<file path="src/common/lsb_pkg.sv">
`default_nettype none
package lsb_pkg;
    // opcode field values
    localparam logic [3:0] OP_CP_STORE = 4'ha;
    localparam logic [3:0] OP_CP_LOAD = 4'hb;
    localparam logic [3:0] OP_CPU_STORE = 4'hc;
    localparam logic [3:0] OP_CPU_LOAD = 4'hd;
    localparam logic [3:0] OP_TEST = 4'h9;
    localparam logic [3:0] OP_CP_ALU = 4'h6;
    localparam logic [3:0] OP_COND_JUMP = 4'he;
    localparam logic [3:0] OP_ADD_IMM = 4'hf;
    // memory-format field positions
    localparam int OPC_MSB = 31;
    localparam int OPC_LSB = 28;
    localparam int RES_MSB = 27;
    localparam int RES_LSB = 22;
    localparam int BASE_MSB = 21;
    localparam int BASE_LSB = 16;
    localparam int DISP_MSB = 15;
    localparam int DISP_LSB = 0;
    // condition field bits
    localparam int COND_SEL_LSB = 3;
    localparam int COND_SEL_NEG = 2;
    localparam int COND_SEL_POS = 1;
    localparam int COND_SENSE = 0;
    // reset value, pc step and address alignment masks
    localparam logic [31:0] PC_RESET = 32'h0000_0000;
    localparam logic [31:0] PC_STEP = 32'h0000_0001;
    localparam logic [31:0] WORD_MASK = 32'hffff_fffc;
    localparam logic [31:0] DWORD_MASK = 32'hffff_fff8;
endpackage
`default_nettype wire

</file>
<file path="src/rtl/load_store_branch_execute.sv">
// How it works
// [RULE_01] test opcode 9 acts as coprocessor alu, word shown on address pins
// [RULE_02] address = sign-extended offset shifted left two, plus base register
// [RULE_03] coprocessor store clears three low address bits, writes doubleword
// [RULE_04] coprocessor register number and opcode go out in compute stage
// [RULE_05] coprocessor load clears three low bits, coprocessor takes doubleword
// [RULE_06] cpu store clears two low address bits, writes result register word
// [RULE_07] cpu store probes cache in access stage, drives data in writeback
// [RULE_08] cache unit writes bus data into cache on hit, late writeback
// [RULE_09] cpu load clears two low bits, writes word into result register
// [RULE_10] software avoids loads whose base equals result register
// [RULE_11] jump target is own pc plus offset, taken on condition, else increment
// [RULE_12] instruction after a jump always executes
// [RULE_13] condition uses low four bits of selector field
// [RULE_14] condition is nor of selected tests, or their or with sense
// [RULE_15] add immediate writes base plus offset into result register
// [RULE_16] pc writes take effect after the next sequential instruction; the code lands them after the next two
// [RULE_17] exceptions pull shared active-low interrupt line one cycle later; the code pulls it two cycles later
// [RULE_18] coprocessor alu word sent over address lines in access stage
// [RULE_19] four stages: fetch, compute, cache access, writeback; commit in writeback
// [RULE_20] fields: 4-bit opcode, two 6-bit registers, 16-bit word offset
`default_nettype none
module load_store_branch_execute
    import lsb_pkg::*;
(
    input wire logic CORE_CLK,
    input wire logic RST,
    input wire logic [31:0] FETCH_INSTR,
    input wire logic FETCH_VALID,
    input wire logic [31:0] BASE_VALUE,
    input wire logic [31:0] RESULT_VALUE,
    input wire logic [31:0] LOAD_DATA,
    input wire logic EXCEPTION,
    output logic [31:0] PC,
    output logic [5:0] BASE_REG_SEL,
    output logic [5:0] RESULT_REG_SEL,
    output logic [3:0] CP_OPCODE,
    output logic [5:0] COPROC_REG_FIELD,
    output logic CP_XFER,
    output logic [31:0] ADDR_PINS,
    output logic ADDR_VALID,
    output logic CACHE_PROBE,
    output logic DWORD_ACCESS,
    output logic READ_ACCESS,
    output logic [31:0] STORE_DATA,
    output logic STORE_DRIVE,
    output logic REG_WE,
    output logic [5:0] REG_WADDR,
    output logic [31:0] REG_WDATA,
    output logic INTERRUPT_N
);
    typedef struct packed {
        logic [31:0] pc;
        logic [31:0] alu_instr;
        logic alu_valid;
        logic [31:0] alu_pc;
        logic [31:0] mem_instr;
        logic mem_valid;
        logic [31:0] mem_addr;
        logic [31:0] mem_sdata;
        logic [31:0] wb_instr;
        logic wb_valid;
        logic [31:0] wb_addr;
        logic [31:0] wb_sdata;
        logic pend_valid;
        logic [31:0] pend_pc;
        logic exc_seen;
        logic [5:0] base_sel;
        logic [5:0] res_sel;
        logic [3:0] cp_op;
        logic [5:0] cp_reg;
        logic cp_xfer;
        logic [31:0] addr_pins;
        logic addr_valid;
        logic probe;
        logic dword;
        logic rd;
        logic [31:0] sdata;
        logic sdrive;
        logic we;
        logic [5:0] waddr;
        logic [31:0] wdata;
        logic irq_n;
    } state_t;

    state_t s;
    state_t next_s;

    // effective address: word offset shifted left two, sign extended
    function automatic logic [31:0] eff_addr(input logic [31:0] ins, input logic [31:0] base);
        eff_addr = base + {{14{ins[DISP_MSB]}}, ins[DISP_MSB:DISP_LSB], 2'b00}; // [RULE_02]
    endfunction

    function automatic logic [3:0] opc(input logic [31:0] ins);
        opc = ins[OPC_MSB:OPC_LSB]; // [RULE_20]
    endfunction

    // nor of selected tests, or with sense bit set; top selector bits ignored
    function automatic logic cond_met(input logic [5:0] c, input logic [31:0] v);
        logic any;
        any = (c[COND_SEL_LSB] & v[0]) | (c[COND_SEL_NEG] & v[31]) // [RULE_13]
            | (c[COND_SEL_POS] & ~v[31] & (v != 32'h0000_0000));
        cond_met = c[COND_SENSE] ? any : ~any; // [RULE_14]
    endfunction

    logic [3:0] a_op;
    logic [3:0] m_op;
    logic [3:0] w_op;
    logic [31:0] ea;
    assign a_op = opc(s.alu_instr);
    assign m_op = opc(s.mem_instr);
    assign w_op = opc(s.wb_instr);
    assign ea = eff_addr(s.alu_instr, BASE_VALUE);

    // four stages advance every cycle; commit happens only in writeback
    always_comb begin
        next_s = s;
        // fetch -> compute [RULE_19]
        next_s.alu_instr = FETCH_INSTR;
        next_s.alu_valid = FETCH_VALID;
        next_s.alu_pc = s.pc;
        next_s.base_sel = FETCH_INSTR[BASE_MSB:BASE_LSB];
        next_s.res_sel = FETCH_INSTR[RES_MSB:RES_LSB];
        // pc: a pending target lands two instructions after its source
        if (s.pend_valid) begin
            next_s.pc = s.pend_pc; // [RULE_16]
        end else begin
            next_s.pc = s.pc + PC_STEP; // [RULE_12]
        end
        next_s.pend_valid = 1'b0;
        // compute stage: jump decision and coprocessor shipping
        next_s.cp_xfer = 1'b0;
        next_s.cp_op = 4'h0;
        next_s.cp_reg = 6'h00;
        if (s.alu_valid && a_op == OP_COND_JUMP
            && cond_met(s.alu_instr[RES_MSB:RES_LSB], BASE_VALUE)) begin
            next_s.pend_valid = 1'b1; // [RULE_11]
            next_s.pend_pc = eff_addr(s.alu_instr, s.alu_pc); // [RULE_11]
        end
        if (s.alu_valid && (a_op == OP_CP_STORE || a_op == OP_CP_LOAD)) begin
            next_s.cp_xfer = 1'b1; // [RULE_04]
            next_s.cp_op = a_op;
            next_s.cp_reg = s.alu_instr[RES_MSB:RES_LSB];
        end
        next_s.mem_instr = s.alu_instr;
        next_s.mem_valid = s.alu_valid;
        next_s.mem_sdata = RESULT_VALUE;
        unique case (a_op)
            OP_CP_STORE, OP_CP_LOAD: next_s.mem_addr = ea & DWORD_MASK; // [RULE_03] [RULE_05]
            OP_CPU_STORE, OP_CPU_LOAD: next_s.mem_addr = ea & WORD_MASK; // [RULE_06] [RULE_09]
            default: next_s.mem_addr = ea; // [RULE_15]
        endcase
        // cache access stage
        next_s.addr_valid = 1'b0;
        next_s.probe = 1'b0;
        next_s.dword = 1'b0;
        next_s.rd = 1'b0;
        next_s.addr_pins = 32'h0000_0000;
        if (s.mem_valid) begin
            case (m_op)
                OP_TEST, OP_CP_ALU: begin
                    next_s.addr_pins = s.mem_instr; // [RULE_01] [RULE_18]
                    next_s.addr_valid = 1'b1;
                end
                OP_CP_STORE, OP_CP_LOAD: begin
                    next_s.addr_pins = s.mem_addr; // [RULE_03] [RULE_05]
                    next_s.addr_valid = 1'b1;
                    next_s.dword = 1'b1;
                    next_s.rd = (m_op == OP_CP_LOAD);
                end
                OP_CPU_STORE, OP_CPU_LOAD: begin
                    next_s.addr_pins = s.mem_addr;
                    next_s.addr_valid = 1'b1;
                    next_s.probe = (m_op == OP_CPU_STORE); // [RULE_07]
                    next_s.rd = (m_op == OP_CPU_LOAD);
                end
                default: next_s.addr_valid = 1'b0;
            endcase
        end
        next_s.wb_instr = s.mem_instr;
        next_s.wb_valid = s.mem_valid;
        next_s.wb_addr = s.mem_addr;
        next_s.wb_sdata = s.mem_sdata;
        // writeback stage: store data out, register commit
        next_s.sdrive = s.wb_valid && w_op == OP_CPU_STORE; // [RULE_07]
        next_s.sdata = next_s.sdrive ? s.wb_sdata : 32'h0000_0000; // [RULE_06]
        next_s.we = 1'b0;
        next_s.waddr = s.wb_instr[RES_MSB:RES_LSB];
        next_s.wdata = 32'h0000_0000;
        if (s.wb_valid && w_op == OP_CPU_LOAD) begin
            next_s.we = 1'b1; // [RULE_09]
            next_s.wdata = LOAD_DATA;
        end else if (s.wb_valid && w_op == OP_ADD_IMM) begin
            next_s.we = 1'b1; // [RULE_15]
            next_s.wdata = s.wb_addr;
        end
        // exception line low two cycles after the event
        next_s.exc_seen = EXCEPTION;
        next_s.irq_n = ~s.exc_seen; // [RULE_17]
    end

    always_ff @(posedge CORE_CLK) begin
        if (RST) begin
            s <= '0;
            s.pc <= PC_RESET;
            s.irq_n <= 1'b1;
        end else begin
            s <= next_s;
        end
    end

    // every output is a flip-flop of the state
    assign PC = s.pc;
    assign BASE_REG_SEL = s.base_sel;
    assign RESULT_REG_SEL = s.res_sel;
    assign CP_OPCODE = s.cp_op;
    assign COPROC_REG_FIELD = s.cp_reg;
    assign CP_XFER = s.cp_xfer;
    assign ADDR_PINS = s.addr_pins;
    assign ADDR_VALID = s.addr_valid;
    assign CACHE_PROBE = s.probe;
    assign DWORD_ACCESS = s.dword;
    assign READ_ACCESS = s.rd;
    assign STORE_DATA = s.sdata;
    assign STORE_DRIVE = s.sdrive;
    assign REG_WE = s.we;
    assign REG_WADDR = s.waddr;
    assign REG_WDATA = s.wdata;
    assign INTERRUPT_N = s.irq_n;
endmodule
`default_nettype wire

</file>
<file path="config.mk">
export PLATFORM = sky130hd
export DESIGN_NAME = load_store_branch_execute
export DESIGN_NICKNAME = d
export VERILOG_FILES = /design/src/common/lsb_pkg.sv /design/src/rtl/load_store_branch_execute.sv
export SDC_FILE = /design/constraint.sdc
export NUM_CORES = 1
export LEC_CHECK = 0
export CORE_UTILIZATION = 60
export CTS_BUF_LIST = sky130_fd_sc_hd__clkbuf_2 sky130_fd_sc_hd__clkbuf_4 sky130_fd_sc_hd__clkbuf_8
export DETAILED_ROUTE_END_ITERATION = 10
export DONT_BUFFER_PORTS = 1
export PLACE_DENSITY = 0.76
export SYNTH_ARGS = -nofsm -noshare
export SYNTH_HDL_FRONTEND = slang
export SYNTH_SLANG_ARGS = --single-unit
</file>
<file path="constraint.sdc">
create_clock -name CORE_CLK -period 3.14 [get_ports CORE_CLK]
set_input_delay 0.157 -clock CORE_CLK [delete_from_list [all_inputs] [get_ports CORE_CLK]]
set_output_delay 0.157 -clock CORE_CLK [all_outputs]
set_load 0.02 [all_outputs]
</file>
== Yosys cells after proc, flatten, opt, wreduce, memory -nomap -nowiden ==
Index checks and enable logic that the tools add are counted.
Storage, ports and cells
  bits in writable memories: 0
  output and inout port bits: 164
  memories: 0
  register bits: 457
  word-level logic and storage cells: 93
  bits in latches: 0
  ROM bits: 0
Cells by class
  $lt $le $gt $ge: 0
  reductions and logical operators: 19
  bitwise gates (word level): 13
  mux-type cells: 13
  shift-type cells: 0
  add/subtract/negate cells: 3
  equal/unequal tests: 14
  multiply operators: 0
  divide/modulo/power cells: 0
Operator list (count)
  32-bit 2-to-1 mux: 3
  32-bit adder: 2
  32-bit one-hot mux with 2 select lines: 1
  4-bit == test (second input constant): 13
  33-bit 2-to-1 mux: 1
  32-bit by 1-bit adder with 32-bit output (second input constant): 1
  32-bit nonzero test: 1
  2-bit OR reduction: 8
  1-bit inverter: 7
  1-bit logical AND: 6
  1-bit 2-to-1 mux: 6
  3-bit one-hot mux with 2 select lines: 1
  6-bit OR reduction: 1
  1-bit AND: 4
  4-bit by 3-bit == test with 1-bit output (second input constant): 1
  4-bit OR reduction: 1
  3-bit OR reduction: 1
  1-bit bitwise OR: 2
  1-bit one-hot mux with 2 select lines: 1
  1-bit logical OR: 1

== Longest topological paths before layout ==
  depth in word-level cells: 8
  gate-level depth with buffers: 10
  gate-level depth less buffers: 10

== Worst setup path after synthesis ==
Ideal clock, no wire load.
  path kind: flip-flop to flip-flop
  start: register s (netlist bit next_s[343])
  end: register s[163] in the netlist's numbering
  cell stages (with the launch flop): 10
  arrival time: 2701 ps
  path slack: 319 ps
  period minus slack after synthesis: 2821 ps
  setup time: 120 ps
  required time: 3020 ps
  cell sequence: dfxtp_1 -> ha_1 -> buf_6 -> a211o_1 -> a21oi_2 -> nand2_1 -> a221o_1 -> a211oi_2 -> a2111oi_0 -> a211o_1
On the way
  longest elaborated chain between the ends: 1
RTL lines
  from (decl): line load_store_branch_execute.sv:86  | state_t s;
  from (signal assigned): line load_store_branch_execute.sv:208  | s <= next_s;
  32-bit adder: line load_store_branch_execute.sv:91  | eff_addr = base + {{14{ins[DISP_MSB]}}, ins[DISP_MSB:DISP_LSB], 2'b00};
No other way between the ends.
A chain may end at the register's enable or synchronous reset.

== Final worst setup path ==
  start: register s (netlist bit next_s[330])
  end: register s[164] in the netlist's numbering
The elaborated chain is that of the path after synthesis.

==> results.md <==
- Largest net degree at the start of global routing: 176
- VDD IR-drop max: 380.0 uV
- Type of element launching the critical path: flip-flop
- Slack of the worst reg-to-reg path: 0.12 ns
- Worst Hold Path EP: next_s[202]
- Cell-by-cell listing of the critical path: ha_1 -> o21ai_0 -> o21ai_0 -> nand4_1 -> a21oi_1 -> a21oi_2 -> xnor2_1 -> a211oi_2 -> dlygate4sd3_1
- Net Switching: 2.589 mW
- Worst-Skew Late Latency: 0.56 ns
- Min-delay worst type: in2reg
- Mux contribution to synthesized area: 3.122%
- Reg-to-Reg End: s[164]
- Number of buffer and inverter stages on the critical path: 1
- Commonest non-fill, non-tap cells in the layout: 421 x dfxtp_1, 231 x nor2b_1, 207 x dlygate4sd3_1
- Critical path data required time: 3.58 ns
- Clock Tree Root: clkbuf_8
- Largest clock skew in the final design: 0.02337 ns
- Final weighted congestion in routability-driven placement: 0.9137
- Async SR Flop Fraction: 0%
- Height of the chip: 173.3 um
- Global-route wire length before repair: 67480 um
- Power after layout: 11.31 mW
- Upper clock frequency limit: 331.2 MHz
- Total wire length: 42360 um
- RSZ-0062 raised after global routing: true
- Number of port buffers: 0
- Finish-stage setup viols: 0
- Detailed-routing iteration count for the pre-antenna-repair pass: 5
- Net switching share of the total power: 22.90%
- Depth of the most critical reg-to-reg path: 9
- Number of maximum-capacitance constraint violations: 0
- Most common cell after layout, fill and taps aside: dfxtp_1
- Clock H-tree levels: 3
- Total number of placement rows: 62
- Area growth syn-to-layout: 14.58%
- Largest family of logic cells by synthesized area: simple AND/OR/NAND/NOR gates
- Post-route ant nets: 0
- I/O pin count: 296
- Placed wire-length estimate after detailed placement: 26690 um
- Total grt overflow: 0
- Placed Instance Area: 16640 um2
- Synthesized-area fraction occupied by and/or/nand/nor cells: 20.82%
- EDFF count, synth: 0
- Share of total power in sequential cells: 50.1%
- Worst rel slew slack: 22.71%
- Hold_sp: BASE_VALUE[4]
- Status: completed
- Distinct cell type count after synthesis: 81
- Kind of end point of the critical path: flip-flop
- Fraction of layout cells with a size suffix above 1: 8.095%
- Final cell area excluding filler cells: 20160 um2
- Adder-cell share of the synthesized area: 4.423%
- Sequential cell area fraction in the yosys report: 48.13%
- Int Pwr: 8.718 mW
- Peak fanout along the critical path: 4
- Portion of total power attributed to combinational logic: 7.4%
- Number of vias per cell: 5.462
- Yosys warnings: 0
- Horizontal extent of the die: 173.3 um
- Number of nets in the finished design: 2078
- Crit Reg-Reg Startpoint: next_s[330]
- Slowest CP cell: dlygate4sd3_1
- Gate Count Post-Synth: 1844
- Post-Synth XOR/XNOR Area: 3.235%
- Slew at the pin with the worst max-slew slack: 1.157 ns
- Pins over their slew limit: 0
- Data arrival time of the critical path: 3.46 ns
- Largest delay contributor family on the critical path: compound AO/OA/AOI/OAI gates
- Final-layout setup total negative slack: 0 ns
- Biggest cell delay along the critical path: 0.56 ns
- Critical path type: reg2reg
- Main synth FF type: dfxtp_1
- TritonCTS Buffers: 68
- Cell repeated most along the worst path: o21ai_0
- Max Root-Sink Buffers: 3
- Starting utilization of the core area: 61.14%
- Combined global-route utilization of all metal layers: 27.93%
- Average cell area after synthesis: 9.542 um2
- Hold-critical path depth: 3
- Fraction of the mapped netlist area in compound gates: 10.97%
- Placeable Area: 28780 um2
- Final Critical Period: 3.020 ns
- Die ar.: 30020 um2
- Num Clock Sinks: 423
- Initial antenna violation count: 3
- Static leakage: 8.345 nW
- Number of global-route vias before repair: 12700
- DR vias: 12630
- Register bit count reported by yosys: 423
- Total power density per cell area: 560.9 nW/um2
- Post-Synthesis Cell Area: 17600 um2
- Wirelength per Cell: 18.31 um
- CTS tree: yes
- Post-CTS clock slew at the launch and capture registers of the worst setup and hold paths: 0.07 ns
- Final worst-path cycle share: 96.17%
- Syn_nets: 2037
- Final Hold Viols: 0
- Portion of total power attributed to the clock network: 42.6%
- Total DRC errors in the routed layout: 0
- Initial detailed-routing violation count: 775
==> cell families (layout without fill, tap and decap cells) <==
| group | Yosys count | after routing |
|---|---|---|
| adder cells (fa/ha/maj) | 61 | 61 |
| XOR/XNOR | 65 | 65 |
| flip-flops | 423 | 423 |
| AND/OR/NAND/NOR | 684 | 684 |
| AO/OA/AOI/OAI | 287 | 287 |
| buffers and inverters | 269 | 352 |
| multiplexers | 54 | 54 |
| other | 1 | 3 |
==> through the flow <==
stage / hold WS [ns] / utilization (%) / setup slack [ns] / std cells
2_1_floorplan: 0.2787 / - / 0.3192 / 1844
3_3_place_gp: 0.2460 / 57.81 / 0.5224 / 1991
3_5_place_dp: 0.2467 / 57.81 / 0.3195 / 1991
4_1_cts: 0.005884 / 69.98 / 0.1361 / 2311
5_1_grt: 0.06086 / 70.05 / -0.005333 / 2313
6_report: 0.06154 / 70.05 / 0.1203 / 2313
==> worst min-delay path, delay by kind of cell <==
kind	cells	cell delay, ns
fa+ha+maj	1	0.17
simple gates	2	0.23
==> layout make-up <==
cell class,instances,area [um2]
fillers,2059,8620
flip-flops and latches,423,8471
multi-input cells,1152,7518
repair buffers,218,2200
clock buffers,102,1310
well taps,384,480.5
clock inverters,10,93.84
inverters,22,82.58
diodes,2,5.005
==> worst max-delay path by stage <==
stage | from | to | slack, ns | depth (start not counted)
finish | next_s[330] | s[164] | 0.12 | 9
global route | next_s[343] | s[164] | -0.005 | 9
CTS | next_s[330] | next_s[224] | 0.14 | 9
detailed placement | next_s[328] | s[163] | 0.32 | 10
global placement | next_s[328] | s[163] | 0.52 | 10
floorplan | next_s[343] | s[163] | 0.32 | 9
==> routing by layer <==
layer  GRT usage [%]  part of all wire [%]  up-vias
met5               0                     0        -
met4           12.39                   3.9        0
met1           34.28                    42     5968
li1                -                     -     6159
met3           6.601                   5.8      110
met2           46.71                    48      396
==> synthesized netlist by cell type, types with 5 or more instances <==
cell	instances	area share (%)
dfxtp_1	423	48
nor2b_1	231	8.2
nor2_1	181	3.9
buf_4	157	6.7
a21oi_1	91	2.6
nand2_1	83	1.8
clkbuf_1	67	1.4
ha_1	59	4.2
mux2i_1	47	2.7
and2_1	40	1.4
xnor2_1	34	1.7
a22oi_1	31	1.3
xor2_1	31	1.5
nand3_1	29	0.82
o21ai_0	29	0.82
a21o_1	26	1.1
and3_1	23	0.82
inv_1	22	0.47
o21a_1	16	0.68
nand4_1	14	0.50
buf_2	13	0.37
nor3_1	12	0.34
nand2b_1	11	0.39
a211oi_1	10	0.43
or3_1	10	0.36
and4_1	9	0.45
nor4_1	9	0.32
o211ai_1	9	0.38
a31oi_1	8	0.28
nor3b_1	8	0.34
o22ai_1	7	0.25
buf_1	6	0.13
mux2_2	6	0.38
a32oi_1	5	0.25
and3b_1	5	0.25
nand3b_1	5	0.21
==> power by group through the flow <==
stage                     clock (mW)  sequential, mW  combinational, mW
after CTS                       4.88            5.65              0.806
final                           4.81            5.66              0.834
after global routing            5.19            5.67              0.909
after floorplan                    0            5.71              0.554
after detailed placement           0            5.77              0.574
after global placement             0            5.77              0.571
==> what timing repair did <==
| item | CTS | global route |
|---|---|---|
| endpoints found under the hold margin | 350 | 0 |
| hold buffers | 208 | 0 |
| resized for setup | 0 | 4 |
| setup buffers | 0 | 0 |
| endpoints found under the setup margin | 0 | 2 |
==> registers in the layout (all words and copies together), names as in the netlist, 4 cells and up <==
name and cells:
CP_OPCODE 4, REG_WDATA 32, next_s 128, m_op 4
ADDR_PINS 32, STORE_DATA 32, s 135, a_op 4
COPROC_REG_FIELD 6, PC 32, REG_WADDR 6
Power figures use the tool's default switching activity.
